$ cat config.mk
export PLATFORM = sky130hd
export DESIGN_NAME = spt_core
export DESIGN_NICKNAME = d
export VERILOG_FILES = /design/src/common/spt_pkg.sv /design/src/core/spt_core.sv
export SDC_FILE = /design/constraint.sdc
export NUM_CORES = 1
export LEC_CHECK = 0
export BUFFER_PORTS_ARGS = -buffer_cell sky130_fd_sc_hd__buf_2
export CELL_PAD_IN_SITES_DETAIL_PLACEMENT = 0
export CELL_PAD_IN_SITES_GLOBAL_PLACEMENT = 1
export CORE_UTILIZATION = 30
export CTS_CLUSTER_DIAMETER = 50
export CTS_CLUSTER_SIZE = 20
export DETAILED_ROUTE_END_ITERATION = 6
export GPL_ROUTABILITY_DRIVEN = 0
export PLACE_DENSITY_LB_ADDON = 0.08
export SYNTH_ARGS = -nofsm -noshare
export SYNTH_HDL_FRONTEND = slang
export SYNTH_SLANG_ARGS = --single-unit
$ cat constraint.sdc
create_clock -name mclk -period 3.45 [get_ports mclk]
set_input_delay 0.345 -clock mclk [delete_from_list [all_inputs] [get_ports mclk]]
set_output_delay 0.345 -clock mclk [all_outputs]
set_load 0.03 [all_outputs]
$ cat src/common/spt_pkg.sv
// Shared constants and types for the lane bit-error and transport self-test block.
// Assumes an Avalon-MM host with 32-bit data and byte addresses, one register per word.

package spt_pkg;

  // ****************************************************************
  // Bus and datapath geometry
  // ****************************************************************
  localparam int unsigned SPT_ADDR_W  = 12;
  localparam int unsigned SPT_DATA_W  = 32;
  localparam int unsigned SPT_IDX_W   = 10;
  localparam int unsigned SPT_LANES   = 8;
  localparam int unsigned SPT_SAMP_W  = 16;
  localparam int unsigned SPT_SAMPLES = 4;
  localparam int unsigned SPT_CONVS   = 2;

  // ****************************************************************
  // Register indices (byte address is four times the index)
  // ****************************************************************
  localparam logic [9:0] SPT_IDX_LANE_EN  = 10'h315;
  localparam logic [9:0] SPT_IDX_CTRL     = 10'h316;
  localparam logic [9:0] SPT_IDX_THR_LO   = 10'h317;
  localparam logic [9:0] SPT_IDX_THR_MID  = 10'h318;
  localparam logic [9:0] SPT_IDX_THR_HI   = 10'h319;
  localparam logic [9:0] SPT_IDX_CNT_LO   = 10'h31A;
  localparam logic [9:0] SPT_IDX_CNT_MID  = 10'h31B;
  localparam logic [9:0] SPT_IDX_CNT_HI   = 10'h31C;
  localparam logic [9:0] SPT_IDX_PASS     = 10'h31D;
  localparam logic [9:0] SPT_IDX_TPL_CTRL = 10'h32C;
  localparam logic [9:0] SPT_IDX_REF_LO   = 10'h32D;
  localparam logic [9:0] SPT_IDX_REF_HI   = 10'h32E;
  localparam logic [9:0] SPT_IDX_TPL_RES  = 10'h32F;
  localparam logic [9:0] SPT_IDX_IRQ_STAT = 10'h340;
  localparam logic [9:0] SPT_IDX_IRQ_MASK = 10'h341;

  // ****************************************************************
  // Field positions
  // ****************************************************************
  localparam int unsigned SPT_CTRL_RESET_BIT = 0;
  localparam int unsigned SPT_CTRL_RUN_BIT   = 1;
  localparam int unsigned SPT_CTRL_PAT_LSB   = 2;
  localparam int unsigned SPT_CTRL_SRC_LSB   = 4;
  localparam int unsigned SPT_TPL_EN_BIT     = 0;
  localparam int unsigned SPT_TPL_CLR_BIT    = 1;
  localparam int unsigned SPT_TPL_CONV_LSB   = 2;
  localparam int unsigned SPT_TPL_SAMP_LSB   = 4;
  localparam int unsigned SPT_IRQ_LANE_BIT   = 0;
  localparam int unsigned SPT_IRQ_TPL_BIT    = 1;

  // ****************************************************************
  // Reset values and limits
  // ****************************************************************
  localparam logic [7:0]  SPT_RST_BYTE = 8'h00;
  localparam logic [7:0]  SPT_RST_PASS = 8'hFF;
  localparam logic [23:0] SPT_CNT_MAX  = 24'hFFFFFF;

  // ****************************************************************
  // Pattern codes and checker warm-up lengths in bits
  // ****************************************************************
  localparam logic [1:0] SPT_PAT_PRBS7  = 2'h0;
  localparam logic [1:0] SPT_PAT_PRBS15 = 2'h1;
  localparam logic [1:0] SPT_PAT_PRBS31 = 2'h2;
  localparam logic [4:0] SPT_FILL_PRBS7  = 5'h07;
  localparam logic [4:0] SPT_FILL_PRBS15 = 5'h0F;
  localparam logic [4:0] SPT_FILL_PRBS31 = 5'h1F;

  // Checker sequencing
  typedef enum logic [1:0] {
    SPT_IDLE,
    SPT_FILL,
    SPT_CHECK
  } spt_state_t;

endpackage

$ cat src/core/spt_core.sv
// Lane PRBS bit-error checker and short transport sample check with register file.
// Assumes lane bits and converter samples come from deserializer logic clocked on mclk.
//
// Decided for this implementation: the Avalon-MM interface to the registers.

module spt_core (
  input  wire logic                                 mclk,
  input  wire logic                                 resetn,
  input  wire logic [spt_pkg::SPT_ADDR_W-1:0]       avs_address,
  input  wire logic                                 avs_read,
  input  wire logic                                 avs_write,
  input  wire logic [spt_pkg::SPT_DATA_W-1:0]       avs_writedata,
  input  wire logic [3:0]                           avs_byteenable,
  output logic      [spt_pkg::SPT_DATA_W-1:0]       avs_readdata,
  output logic                                      avs_waitrequest,
  input  wire logic [spt_pkg::SPT_LANES-1:0]        lane_rx_bit,
  input  wire logic                                 sample_valid,
  input  wire logic [spt_pkg::SPT_CONVS*spt_pkg::SPT_SAMPLES*spt_pkg::SPT_SAMP_W-1:0]
                                                    conv_samples,
  output logic                                      irq
);
  import spt_pkg::*;

  // ****************************************************************
  // Declarations
  // ****************************************************************
  logic [SPT_IDX_W-1:0] idx;
  logic                 req;
  logic                 wr_fire;
  logic                 rd_take;
  logic [7:0]           wbyte;
  logic [7:0]           rd_byte;

  logic [7:0]           lane_test_enables;
  logic                 bert_reset;
  logic                 bert_run;
  logic [1:0]           pattern_select;
  logic [2:0]           count_lane_select;
  logic [23:0]          error_threshold;
  logic [15:0]          count_snap;

  logic                 transport_check_enable;
  logic [1:0]           converter_select;
  logic [1:0]           sample_index_select;
  logic [7:0]           reference_low_byte;
  logic [7:0]           reference_high_byte;
  logic                 transport_mismatch_flag;
  logic                 tpl_clear;
  logic                 tpl_mismatch;
  logic [SPT_SAMP_W-1:0] sel_sample;
  logic [6:0]           sel_base;

  logic [1:0]           irq_status;
  logic [1:0]           irq_mask;
  logic [1:0]           irq_events;
  logic [1:0]           next_irq_status;

  spt_state_t           state;
  logic [4:0]           fill_cnt;
  logic [4:0]           fill_len;

  logic [30:0]          lane_hist [SPT_LANES];
  logic [23:0]          error_count [SPT_LANES];
  logic [7:0]           lane_pass_flags;
  logic [7:0]           next_pass;
  logic [23:0]          cnt_sel;

  // ****************************************************************
  // Avalon-MM slave handshake
  // ****************************************************************

  // Word index and qualified strobes
  assign idx     = avs_address[SPT_ADDR_W-1:2];
  assign req     = avs_read | avs_write;
  assign rd_take = avs_read & avs_waitrequest;
  assign wr_fire = avs_write & ~avs_waitrequest & avs_byteenable[0];
  assign wbyte   = avs_writedata[7:0];

  // One wait cycle per access, then one ready cycle, then back to waiting
  always_ff @(posedge mclk or negedge resetn) begin
    if (!resetn) begin
      avs_waitrequest <= 1'b1;
    end else if (req && avs_waitrequest) begin
      avs_waitrequest <= 1'b0;
    end else begin
      avs_waitrequest <= 1'b1;
    end
  end

  // Read data latched as waitrequest drops, so it stands at the completing edge
  always_ff @(posedge mclk or negedge resetn) begin
    if (!resetn) begin
      avs_readdata <= '0;
    end else if (rd_take) begin
      avs_readdata <= {24'h000000, rd_byte};
    end
  end

  // Read multiplexer; unmapped words and reserved bits read zero
  always_comb begin
    rd_byte = 8'h00;
    case (idx)
      SPT_IDX_LANE_EN:  rd_byte = lane_test_enables;
      SPT_IDX_CTRL:     rd_byte = {1'b0, count_lane_select, pattern_select, bert_run, bert_reset};
      SPT_IDX_THR_LO:   rd_byte = error_threshold[7:0];
      SPT_IDX_THR_MID:  rd_byte = error_threshold[15:8];
      SPT_IDX_THR_HI:   rd_byte = error_threshold[23:16];
      SPT_IDX_CNT_LO:   rd_byte = cnt_sel[7:0];
      SPT_IDX_CNT_MID:  rd_byte = count_snap[7:0];
      SPT_IDX_CNT_HI:   rd_byte = count_snap[15:8];
      SPT_IDX_PASS:     rd_byte = lane_pass_flags;
      SPT_IDX_TPL_CTRL: rd_byte = {2'b00, sample_index_select, converter_select,
                                   1'b0, transport_check_enable};
      SPT_IDX_REF_LO:   rd_byte = reference_low_byte;
      SPT_IDX_REF_HI:   rd_byte = reference_high_byte;
      SPT_IDX_TPL_RES:  rd_byte = {7'h00, transport_mismatch_flag};
      SPT_IDX_IRQ_STAT: rd_byte = {6'h00, irq_status};
      SPT_IDX_IRQ_MASK: rd_byte = {6'h00, irq_mask};
      default:          rd_byte = 8'h00;
    endcase
  end

  // Upper count bytes frozen when the low byte is read, so a 24-bit read does not tear
  always_ff @(posedge mclk or negedge resetn) begin
    if (!resetn) begin
      count_snap <= 16'h0000;
    end else if (rd_take && idx == SPT_IDX_CNT_LO) begin
      count_snap <= cnt_sel[23:8];
    end
  end

  // ****************************************************************
  // Lane test control registers
  // ****************************************************************

  // Enables, control byte and threshold bytes
  always_ff @(posedge mclk or negedge resetn) begin
    if (!resetn) begin
      lane_test_enables <= SPT_RST_BYTE;
      bert_reset        <= 1'b0;
      bert_run          <= 1'b0;
      pattern_select    <= SPT_PAT_PRBS7;
      count_lane_select <= 3'h0;
      error_threshold   <= 24'h000000;
    end else if (wr_fire) begin
      case (idx)
        SPT_IDX_LANE_EN: lane_test_enables <= wbyte;
        SPT_IDX_CTRL: begin
          bert_reset        <= wbyte[SPT_CTRL_RESET_BIT];
          bert_run          <= wbyte[SPT_CTRL_RUN_BIT];
          pattern_select    <= wbyte[SPT_CTRL_PAT_LSB +: 2];
          count_lane_select <= wbyte[SPT_CTRL_SRC_LSB +: 3];
        end
        SPT_IDX_THR_LO:  error_threshold[7:0]   <= wbyte;
        SPT_IDX_THR_MID: error_threshold[15:8]  <= wbyte;
        SPT_IDX_THR_HI:  error_threshold[23:16] <= wbyte;
        default: ;
      endcase
    end
  end

  // ****************************************************************
  // Checker sequencer
  // ****************************************************************

  // Warm-up length: the local history must hold a full register of received bits
  always_comb begin
    fill_len = SPT_FILL_PRBS7;
    case (pattern_select)
      SPT_PAT_PRBS15: fill_len = SPT_FILL_PRBS15;
      SPT_PAT_PRBS31: fill_len = SPT_FILL_PRBS31;
      default:        fill_len = SPT_FILL_PRBS7;
    endcase
  end

  // Idle until run, fill the history, then check until run drops
  always_ff @(posedge mclk or negedge resetn) begin
    if (!resetn) begin
      state    <= SPT_IDLE;
      fill_cnt <= 5'h00;
    end else if (bert_reset) begin
      state    <= SPT_IDLE;
      fill_cnt <= 5'h00;
    end else begin
      unique case (state)
        SPT_IDLE: begin
          fill_cnt <= 5'h00;
          if (bert_run) begin
            state <= SPT_FILL;
          end
        end
        SPT_FILL: begin
          if (!bert_run) begin
            state <= SPT_IDLE;
          end else if (fill_cnt == fill_len) begin
            state <= SPT_CHECK;
          end else begin
            fill_cnt <= fill_cnt + 5'h01;
          end
        end
        SPT_CHECK: begin
          if (!bert_run) begin
            state <= SPT_IDLE;
          end
        end
        default: begin
          state <= SPT_IDLE;                                // Unused code falls back to idle
        end
      endcase
    end
  end

  // ****************************************************************
  // Per-lane self-synchronising checkers
  // ****************************************************************

  // Expected bit from the received history for the chosen polynomial
  function automatic logic spt_predict(input logic [30:0] hist, input logic [1:0] pat);
    logic bit_out;
    bit_out = hist[6] ^ hist[5];
    case (pat)
      SPT_PAT_PRBS15: bit_out = hist[14] ^ hist[13];
      SPT_PAT_PRBS31: bit_out = hist[30] ^ hist[27];
      default:        bit_out = hist[6] ^ hist[5];
    endcase
    return bit_out;
  endfunction

  for (genvar g = 0; g < SPT_LANES; g++) begin : g_lane
    logic lane_err;

    // Mismatch between the received bit and the sequence predicted from past bits
    assign lane_err = lane_rx_bit[g] ^ spt_predict(lane_hist[g], pattern_select);

    // Received history shifts while the sequencer is active on an enabled lane
    always_ff @(posedge mclk or negedge resetn) begin
      if (!resetn) begin
        lane_hist[g] <= 31'h00000000;
      end else if (bert_reset) begin
        lane_hist[g] <= 31'h00000000;
      end else if (state != SPT_IDLE && lane_test_enables[g]) begin
        lane_hist[g] <= {lane_hist[g][29:0], lane_rx_bit[g]};
      end
    end

    // Saturating error counter, held at zero by the checker reset
    always_ff @(posedge mclk or negedge resetn) begin
      if (!resetn) begin
        error_count[g] <= 24'h000000;
      end else if (bert_reset) begin
        error_count[g] <= 24'h000000;
      end else if (state == SPT_CHECK && lane_test_enables[g] && lane_err
                   && error_count[g] != SPT_CNT_MAX) begin
        error_count[g] <= error_count[g] + 24'h000001;
      end
    end

    // Pass while below threshold
    assign next_pass[g] = (error_count[g] < error_threshold);
  end

  // Pass flags start all set
  always_ff @(posedge mclk or negedge resetn) begin
    if (!resetn) begin
      lane_pass_flags <= SPT_RST_PASS;
    end else begin
      lane_pass_flags <= next_pass;
    end
  end

  // Count of the lane chosen for readback
  assign cnt_sel = error_count[count_lane_select];

  // ****************************************************************
  // Short transport sample check
  // ****************************************************************

  // Control and reference bytes; the clear bit is a write strobe only
  always_ff @(posedge mclk or negedge resetn) begin
    if (!resetn) begin
      transport_check_enable <= 1'b0;
      converter_select       <= 2'h0;
      sample_index_select    <= 2'h0;
      reference_low_byte     <= SPT_RST_BYTE;
      reference_high_byte    <= SPT_RST_BYTE;
    end else if (wr_fire) begin
      case (idx)
        SPT_IDX_TPL_CTRL: begin
          transport_check_enable <= wbyte[SPT_TPL_EN_BIT];
          converter_select       <= wbyte[SPT_TPL_CONV_LSB +: 2];
          sample_index_select    <= wbyte[SPT_TPL_SAMP_LSB +: 2];
        end
        SPT_IDX_REF_LO: reference_low_byte  <= wbyte;
        SPT_IDX_REF_HI: reference_high_byte <= wbyte;
        default: ;
      endcase
    end
  end

  // Converter picked by the upper select bit, then sample x of its frame
  assign sel_base   = {converter_select[1], sample_index_select, 4'h0};
  assign sel_sample = conv_samples[sel_base +: SPT_SAMP_W];

  // Compare only while enabled and a frame is presented
  assign tpl_mismatch = transport_check_enable & sample_valid
                      & (sel_sample != {reference_high_byte, reference_low_byte});
  assign tpl_clear    = wr_fire & (idx == SPT_IDX_TPL_CTRL) & wbyte[SPT_TPL_CLR_BIT];

  // Sticky result; a mismatch in the clearing cycle wins
  always_ff @(posedge mclk or negedge resetn) begin
    if (!resetn) begin
      transport_mismatch_flag <= 1'b0;
    end else if (tpl_mismatch) begin
      transport_mismatch_flag <= 1'b1;
    end else if (tpl_clear) begin
      transport_mismatch_flag <= 1'b0;
    end
  end

  // ****************************************************************
  // Interrupts
  // ****************************************************************

  // Events: a lane losing its pass flag, the transport result turning to fail
  assign irq_events[SPT_IRQ_LANE_BIT] = |(lane_pass_flags & ~next_pass);
  assign irq_events[SPT_IRQ_TPL_BIT]  = tpl_mismatch & ~transport_mismatch_flag;

  // Write one to clear, new events win over the clear
  always_comb begin
    next_irq_status = irq_status;
    if (wr_fire && idx == SPT_IDX_IRQ_STAT) begin
      next_irq_status = irq_status & ~wbyte[1:0];
    end
    next_irq_status = next_irq_status | irq_events;
  end

  // Status and mask registers
  always_ff @(posedge mclk or negedge resetn) begin
    if (!resetn) begin
      irq_status <= 2'h0;
      irq_mask   <= 2'h0;
    end else begin
      irq_status <= next_irq_status;
      if (wr_fire && idx == SPT_IDX_IRQ_MASK) begin
        irq_mask <= wbyte[1:0];
      end
    end
  end

  // Level interrupt, one cycle behind the status
  always_ff @(posedge mclk or negedge resetn) begin
    if (!resetn) begin
      irq <= 1'b0;
    end else begin
      irq <= |(irq_status & irq_mask);
    end
  end

endmodule

---- Yosys cells after proc, flatten, opt, wreduce, memory -nomap -nowiden ----
Cells that the tools add are included.
operators by class
  add/sub/neg operators ................... 9
  order comparisons ....................... 9
  eq/ne operators ......................... 34
  shift operators ......................... 1
  muxes and demuxes ....................... 59
  bitwise gates (word level) .............. 50
  reductions and logical operators ........ 68
operators with widths
  operator                                                         number
  31-bit two-way mux                                               16
  24-bit two-way mux                                               18
  24-bit by 1-bit adder with 24-bit output, second input constant  8
  24-bit < comparator                                              8
  24-bit != test, second input constant                            8
  10-bit == test, second input constant                            15
  128-bit by 8-bit variable part select with 16-bit output         1
  8-bit one-hot mux with 15 select lines                           1
  24-bit binary-select mux with 3-bit select                       1
  1-bit logical AND                                                36
  2-bit nonzero test                                               18
  1-bit bitwise XOR                                                32
  5-bit one-hot mux with 2 select lines                            2
  16-bit != test                                                   1
  1-bit one-hot mux with 2 select lines                            8
  2-bit AND reduction                                              8
  5-bit two-way mux                                                3
  2-bit two-way mux                                                6
  3-bit != test, second input constant                             4
  1-bit bitwise AND                                                8
  8-bit bitwise AND                                                1
  8-bit inverter                                                   1
  8-bit OR reduction                                               1
  2-bit one-hot mux with 3 select lines                            1
  other kinds (17)                                                 24
storage, ports and cells
  flip-flop bits (word level) ............. 546
  output and inout port bits .............. 34

---- Longest topological paths before layout ----
Gate-level depths: netlist of the first run.
  word-level depth ........................ 7
  depth in mapped cells ................... 12
  gate-level depth less buffers ........... 10

---- Worst setup path before layout of the first run ----
No wires, ideal clock.
  path type ............................... register to register
  from .................................... register error_threshold[9]
  to ...................................... register irq_status[0]
  arrival time ............................ 2.464 ns
  data required time ...................... 3.308 ns
  slack ................................... 0.844 ns
  cell stages (with the launch flop) ...... 11
  buffers on the path ..................... 0
  cell sequence ........................... dfrtp_1 > inv_1 > ha_1 > a21o_1 > a211o_1 > a2111oi_0 > o31a_1 > o41ai_1 > a211o_1 > a211oi_1 > o2111ai_1
between the ends
  longest elaborated chain between the ends .. 5
  elaborated cells on any way between the ends .. 12
  those cells by class .................... order compare (8); bitwise (3); reduce/logical (1)
RTL lines
  what                          line             source
  start, declared               spt_core.sv:39   logic [23:0] error_threshold;
  start signal, assigned        spt_core.sv:155  SPT_IDX_THR_MID: error_threshold[15:8] <= wbyte;
  24-bit < comparator           spt_core.sv:259  assign next_pass[g] = (error_count[g] < error_threshold);
  8-bit inverter (*)            spt_core.sv:325  assign irq_events[SPT_IRQ_LANE_BIT] = |(lane_pass_flags & ~next_pass);
  8-bit bitwise AND (*)         spt_core.sv:325
  8-bit OR reduction (*)        spt_core.sv:325
  2-bit OR (*)                  spt_core.sv:334  next_irq_status = next_irq_status | irq_events;
  named net next_irq_status[0]  spt_core.sv:56   logic [1:0] next_irq_status;
  end signal, assigned          spt_core.sv:343  irq_status <= next_irq_status;
  end, declared                 spt_core.sv:53   logic [1:0] irq_status;
The timed path passes the listed nets; every way through them passes the cells marked *.
A chain may end at the register's enable or synchronous reset.

---- Worst setup path in the final report of the first run ----
  from .................................... register error_threshold[9]
  to ...................................... register irq_status[0]
between the ends
  longest elaborated chain between the ends .. 5
  elaborated cells on any way between the ends .. 12
  those cells by class .................... order compare (8); bitwise (3); reduce/logical (1)
RTL lines
  what                          line             source
  24-bit < comparator           spt_core.sv:259
  named net next_pass[6]        spt_core.sv:65   logic [7:0] next_pass;
  8-bit inverter                spt_core.sv:325
  8-bit bitwise AND             spt_core.sv:325
  8-bit OR reduction            spt_core.sv:325
  2-bit OR                      spt_core.sv:334
  named net next_irq_status[0]  spt_core.sv:56
The timed path passes the listed nets, and every way through them passes these cells.

==> results.md, run 1 <==
- DP Wirelength: 75,200 um
- Maximum VDD drop: 403 uV
- Flop pwr share: 37.9%
- LEAKAGE: 0.0172 uW
- Dpl cells: 4,408
- Initial Util: 30.4%
- Synth area leader: dfrtp_1
- Sw Share: 24.1%
- Critical path required time: 3.98 ns
- Ranking of synthesized cells by area: dfrtp_1, ha_1, mux4_2, a22o_1, nand2_1
- Remaining antenna violation count after routing: 0
- I/O Buffers: 169
- GR Util met3: 3.94%
- Ys async rst share: 100%
- Die X: 321 um
- TritonCTS clock tree: done
- Commonest non-fill, non-tap cells in the layout: dfrtp_1, nand2_1, nor2_1
- Layout cells sized above 1: 19.1%
- Syn Std Cell Area: 30,500 um2
- Min Clock Period, post-route: 3.24 ns
- First-pass DRT Iterations: 6
- I/O pins: 223
- Via count: 23,800
- Sequential area share after synthesis: 44.9%
- Most used routing layer in global routing: met2
- Normalized max-slew margin: 25.8%
- Met1 usage: 27.7%
- Slew Limit Fails: 0
- H-tree Lvls: 3
- Core area: 100,000 um2
- Flops & latches, synth: 546
- Largest net degree at the start of global routing: 195
- Final setup viols: 0
- Number of cells produced by synthesis: 2,920
- EDFF count, synth: 0
- Critical Path Fanout Max: 4
- Avg Cell Area, Syn: 10.4 um2
- Final cell count without fillers: 4,606
- Top FF cell, synth: dfrtp_1
- Synth top area share: 44.1%
- Worst min-delay path category: input pin to flip-flop
- Drt total wl: 102,000 um
- DIE AREA: 103,000 um2
- TritonCTS Buffers: 97
- Post-layout util: 36.8%
- Combinational share of power: 3.6%
- Area grow syn2layout: 21.1%
- Cell variety after synth: 67
- Status: finished clean
- Clock power share: 58.5%
- NetSw: 4130 uW
- Max Root-Sink Buffers: 3
- Synth warn: 0
- RSZ-0062 raised after global routing: no
- Crit end category: flip-flop
- Drt via density: 5.16
- Root buf cell: clkbuf_16
- Worst Setup Start Kind: flip-flop
- Fin nets: 3,550
- Most common cell after layout, fill and taps aside: dfrtp_1
- Routed WL per cell: 22.1 um
- Clock latency on the worst-skew pair: 0.68 ns
- Arrival time of the worst setup path: 3.77 ns
- Clk pin slew, worst setup/hold paths: 0.05 ns
- Global routing usage on met2: 31.4%
- Crit Path Class: flip-flop to flip-flop
- Max capacitance violation total: 0
- Final Hold Fails: 0
- Pre-CTS WS: 0.244 ns
- Final Skew: 0.0528 ns
- First-iteration detailed-routing DRC count: 1,582
- Total grt overflow: 0
- Int Pwr: 13,000 uW
- Sink Count: 546
- Std-Cell Rows: 116
- Global-route wire length before repair: 156,000 um
- Vias in the first global route: 24,100
- Initial antenna violation count: 0
- Pwr/cell area: 464 nW/um2
- Drc violations: 0
- Hold_ws: 0.0572 ns
- Fmax: 308 MHz
- Setup ws final: 0.207 ns
- Tcrit/Tclk final: 94.0%
- GRT Util Overall: 20.0%
- Setup TNS: 0 ns
- Die Height: 321 um
- Measured slew at the worst slew-check pin: 1.11 ns
worst max-delay path: stages, from the launching register on:
cell and delay (ns):
dfrtp_1 0.42, clkinvlp_4 0.24, buf_4 0.20, buf_4 0.14, ha_1 0.31, a21o_1 0.17
a21o_1 0.17, a211o_1 0.34, a211o_1 0.30, a31oi_1 0.31, o22ai_1 0.14, a211oi_1 0.21
o2111ai_1 0.14
metrics by stage:
step	cell area, um2	power [uW]
after global placement	33300	7220
after CTS	36900	17400
after global routing	36900	17800
final	36900	17200
after floorplan	30600	6850
after detailed placement	33300	7230
worst paths after layout:
path / start / end / slack [ns] / cells past startpoint
hold reg to reg: lane_hist[65]$_DFFE_PN0P_ / lane_hist[66]$_DFFE_PN0P_ / 0.48 / 1
setup reg to reg: error_threshold[9]$_DFFE_PN0P_ / irq_status[0]$_DFF_PN0_ / 0.21 / 12
min in group asynchronous: resetn / reference_high_byte[1]$_DFFE_PN0P_ / 0.21 / 2
setup / recovery: error_threshold[9]$_DFFE_PN0P_ / irq_status[0]$_DFF_PN0_ / 0.21 / 12
hold / removal: avs_writedata[3] / error_threshold[3]$_DFFE_PN0P_ / 0.06 / 3
max in group asynchronous: resetn / lane_hist[2]$_DFFE_PN0P_ / 2.16 / 3
sequential cells by signal, summed over array words and instances, names as in the netlist, 3 cells and up:
| name | count |
|---|---|
| lane_hist | 248 |
| count_snap | 16 |
| reference_low_byte | 8 |
| count_lane_select | 3 |
| error_count | 192 |
| avs_readdata | 8 |
| fill_cnt | 5 |
| lane_pass_flags | 8 |
| lane_test_enables | 8 |
| error_threshold | 24 |
| reference_high_byte | 8 |
Yosys cell counts, types with 3 or more instances:
| master | count |
|---|---|
| a2111oi_0 | 4 |
| a211o_1 | 6 |
| a211oi_1 | 13 |
| a21o_1 | 41 |
| a21oi_1 | 187 |
| a221o_1 | 5 |
| a221oi_1 | 14 |
| a222oi_1 | 6 |
| a22o_1 | 162 |
| a22oi_1 | 22 |
| a31oi_1 | 3 |
| and2_1 | 33 |
| and3_1 | 50 |
| and4_1 | 24 |
| and4_4 | 3 |
| buf_1 | 5 |
| buf_2 | 29 |
| buf_4 | 29 |
| clkbuf_1 | 113 |
| dfrtp_1 | 537 |
| dfstp_2 | 9 |
| ha_1 | 195 |
| inv_1 | 56 |
| mux2_2 | 49 |
| mux2i_1 | 48 |
| mux4_2 | 81 |
| nand2_1 | 307 |
| nand2b_1 | 13 |
| nand3_1 | 111 |
| nand3b_1 | 3 |
| nand4_1 | 79 |
| nand4b_1 | 3 |
| nor2_1 | 253 |
| nor2b_1 | 8 |
| nor3_1 | 33 |
| nor4_1 | 21 |
| o2111ai_1 | 3 |
| o21a_1 | 3 |
| o21ai_0 | 83 |
| o22ai_1 | 3 |
| or2_2 | 4 |
| or3_1 | 23 |
| xnor2_1 | 91 |
| xor2_1 | 123 |
cells by family after synthesis:
logic type / Yosys count / share of synthesized area [%]
other: 1 / 0.0123
xor gates and xnor gates: 214 / 6.15
and+or+nand+nor: 980 / 15.3
DFF: 546 / 44.9
buffers and inverters: 232 / 3.33
AOI/OAI and AO/OA: 574 / 12.9
adders and majority gates: 195 / 8.00
muxes: 178 / 9.37
power groups by stage:
stage          sequential, uW  combinational, uW  clock [uW]
2_1_floorplan            6620                221           0
3_3_place_gp             6610                613           0
3_5_place_dp             6610                621           0
4_1_cts                  6500                638       10300
5_1_grt                  6500                687       10600
6_report                 6500                620       10000
routing by layer:
| layer | part of all wire [%] | wire length (um) |
|---|---|---|
| met5 | 0 | 0 |
| met4 | 2.5 | 2540 |
| met3 | 4.5 | 4630 |
| met2 | 46 | 46600 |
| met1 | 47 | 48000 |
layout make-up:
class                           count  area [um2]
Clock inverter                     61         816
Antenna cell                        1        2.50
Tap cell                         1357        1700
Sequential cell                   546       13700
Clock buffer                      120        2600
Inverter                           56         214
Fill cell                       10100       63500
Multi-Input combinational cell   2165       15900
Timing Repair Buffer              300        2010
timing repair:
action,CTS,global route
resized for setup,0,3
hold endpoints to repair,62,0
buffers inserted,0,2
setup endpoints to repair,0,1
hold buffers,14,0
(Power assumes the default switching activity.)
==> inputs of run 2 (changes only) <==
--- a/config.mk
+++ b/config.mk
@@ -8,6 +8,7 @@
 export BUFFER_PORTS_ARGS = -buffer_cell sky130_fd_sc_hd__buf_2
 export CELL_PAD_IN_SITES_DETAIL_PLACEMENT = 0
 export CELL_PAD_IN_SITES_GLOBAL_PLACEMENT = 1
+export CORE_MARGIN = 10
 export CORE_UTILIZATION = 30
 export CTS_CLUSTER_DIAMETER = 50
 export CTS_CLUSTER_SIZE = 20
==> run 2 against run 1 <==
Compared with the run above: utilization up 0.095 points; sequential cell count unchanged; global-route usage down 2.1 points; design area up 0.26%; combinational power down 2%; critical path depth down 1; sequential share of layout area down 0.095 points; clock skew down 0.0054 ns.
==> results.md, run 2 (synthesized netlist as in run 1, its figures left out) <==
- Measured slew at the worst slew-check pin: 0.980 ns (-0.133 ns)
- TritonCTS Buffers: 96 (-1.0%)
- Initial Util: 30.4% (unchanged)
- Critical Path Fanout Max: 3 (-1)
- Post-layout util: 36.9% (+0.095 points)
- Global-route wire length before repair: 159,000 um (+2.2%)
- Die Height: 339 um (+5.6%)
- DIE AREA: 115,000 um2 (+12%)
- R2r endpoint: irq_status[0]$_DFF_PN0_
- Setup TNS: 0 ns (unchanged)
- Core area: 100,000 um2 (unchanged)
- Via count: 24,000 (+0.69%)
- Crit Path Class: flip-flop to flip-flop
- Critical Path End: irq_status[0]$_DFF_PN0_
- Normalized max-slew margin: 34.7% (+8.9 points)
- Tot Pwr: 17,200 uW (+0.47%)
- CP bufs+invs: 2 (-1)
- Final Hold Fails: 0 (unchanged)
- CP top delay family: compound AO/OA/AOI/OAI gates
- RSZ-0062 raised after global routing: no
- I/O Buffers: 169 (unchanged)
- Largest net degree at the start of global routing: 116 (-41%)
- Max capacitance violation total: 0 (unchanged)
- First-pass DRT Iterations: 5 (-1)
- Total grt overflow: 0 (unchanged)
- Fmax: 308 MHz (-0.17%)
- Worst min-delay path category: input pin to flip-flop
- Most used cell, CP: a21o_1
- Critical path required time: 3.99 ns (about the same)
- Critical path depth: 11 (-1)
- Drc violations: 0 (unchanged)
- Drt via density: 5.20 (+0.66%)
- Drt total wl: 105,000 um (+2.9%)
- Crit-path cells: clkinvlp_4 > buf_4 > ha_1 > a21o_1 > a21o_1 > a221o_1 > a221oi_1 > a2111oi_0 > a211o_1 > a211oi_1 > o2111ai_1
- Placement Cell Area: 33,400 um2 (+0.11%)
- Pwr/cell area: 465 nW/um2 (+0.21%)
- Commonest non-fill, non-tap cells in the layout: dfrtp_1, nand2_1, nor2_1
- Final Instance Area: 37,000 um2 (+0.26%)
- Crit-path slowest cell: a221oi_1
- I/O pins: 223 (unchanged)
- Setup slack, reg-to-reg: 0.20 ns (about the same)
- Initial antenna violation count: 2 (+2)
- Layout cells sized above 1: 19.2% (+0.092 points)
- Largest registers: lane_hist (248), error_count (192), error_threshold (24)
- Most common cell after layout, fill and taps aside: dfrtp_1
- CP max stage delay: 0.50 ns (+0.08 ns)
- Vias in the first global route: 24,400 (+1.2%)
- First-iteration detailed-routing DRC count: 1,520 (-3.9%)
- Remaining antenna violation count after routing: 0 (unchanged)
- DP Wirelength: 77,900 um (+3.5%)
- Die X: 339 um (+5.6%)
- Clock latency on the worst-skew pair: 0.69 ns (about the same)
- Maximum VDD drop: 337 uV (-16%)
- Max reg flops: 248 (unchanged)
- GRT Util Overall: 17.9% (-2.1 points)
- Critical path origin: error_threshold[9]$_DFFE_PN0P_
- Root buf cell: clkbuf_16
- Final cell count without fillers: 4,607 (+0.022%)
- Area grow syn2layout: 21.5%
- LEAKAGE: 0.0173 uW (+0.38%)
- Clk pin slew, worst setup/hold paths: 0.06 ns (about the same)
- Sink Count: 546 (unchanged)
- Max Root-Sink Buffers: 3 (unchanged)
- Fin nets: 3,550 (unchanged)
- Most flop-heavy register: lane_hist
- Cells on worst reg2reg path: 11 (-1)
- Arrival time of the worst setup path: 3.78 ns (about the same)
- Std-Cell Rows: 116 (unchanged)
- Reg2reg start: error_threshold[9]$_DFFE_PN0P_
- # fillers: 9,954 (-0.99%)
- Tcrit/Tclk final: 94.2% (+0.16 points)
- H-tree Lvls: 3 (unchanged)
- Crit end category: flip-flop
- Status: finished clean
- Dpl cells: 4,411 (+0.068%)
- Final setup viols: 0 (unchanged)
- TritonCTS clock tree: done
- Worst Setup Start Kind: flip-flop
- Slew Limit Fails: 0 (unchanged)
- Min Clock Period, post-route: 3.25 ns (+0.00563 ns)
- Routed WL per cell: 22.7 um (+2.9%)
- Final Skew: 0.0474 ns (-0.00541 ns)
-- run 2: cell types whose count changed in the layout (fill, tap and decap cells not counted), moves of 3 or more --
cell       before  now
clkinv_2        8   12
inv_6          15    5
clkbuf_1       14   11
clkbuf_8        9   17
clkinv_16       2    5
-- run 2: routing by layer --
metal	vias up	wire length, um	GRT usage [%]
met2	506	49100	28.8
li1	11100	-	-
met5	-	13	0
met3	142	4870	2.88
met4	2	2590	5.17
met1	12200	48200	24.6
-- run 2: where the power goes --
part	switching (uW)	internal, uW	leakage (uW)
clock	3620	6490	0.00167
sequential	50.5	6460	0.00750
combinational	396	213	0.00809
total	4070	13200	0.0173
-- run 2: cell type report --
type,instances,area (um2),share of cell area [%]
Clock inverter,55,790,2.13
Clock buffer,125,2700,7.30
Inverter,56,214,0.578
Multi-Input combinational cell,2165,15900,43.0
Tap cell,1357,1700,4.59
Antenna cell,2,5.00,0.0135
Timing Repair Buffer,301,2030,5.48
Sequential cell,546,13700,37.0
-- run 2: worst min-delay path: stages --
cell	delay (ns)
buf_2	0.18
nand2_1	0.08
o21ai_0	0.07
-- run 2: what timing repair did --
action                                  CTS  global route
buffers inserted                          0             1
hold endpoints to repair                 70             0
resized for setup                         0             2
endpoints found under the setup margin    0             2
hold buffers                             13             0
-- run 2: worst min-delay path by stage --
stage / startpoint / end / slack (ns) / cells after the start
finish: avs_writedata[6] / error_threshold[6]$_DFFE_PN0P_ / 0.05 / 3
global route: avs_writedata[2] / error_threshold[2]$_DFFE_PN0P_ / 0.05 / 3
CTS: avs_writedata[2] / error_threshold[2]$_DFFE_PN0P_ / 0.009 / 3
detailed placement: resetn / lane_hist[207]$_DFFE_PN0P_ / 0.38 / 1
global placement: resetn / lane_hist[207]$_DFFE_PN0P_ / 0.37 / 1
floorplan: resetn / avs_readdata[0]$_DFFE_PN0P_ / 0.05 / 0
-- run 2: metrics by stage --
step	hold WS, ns	setup WS, ns
6_report	0.0517	0.202
5_1_grt	0.0462	0.0115
4_1_cts	0.00950	0.177
3_5_place_dp	0.375	0.196
3_3_place_gp	0.371	0.230
2_1_floorplan	0.0494	0.844
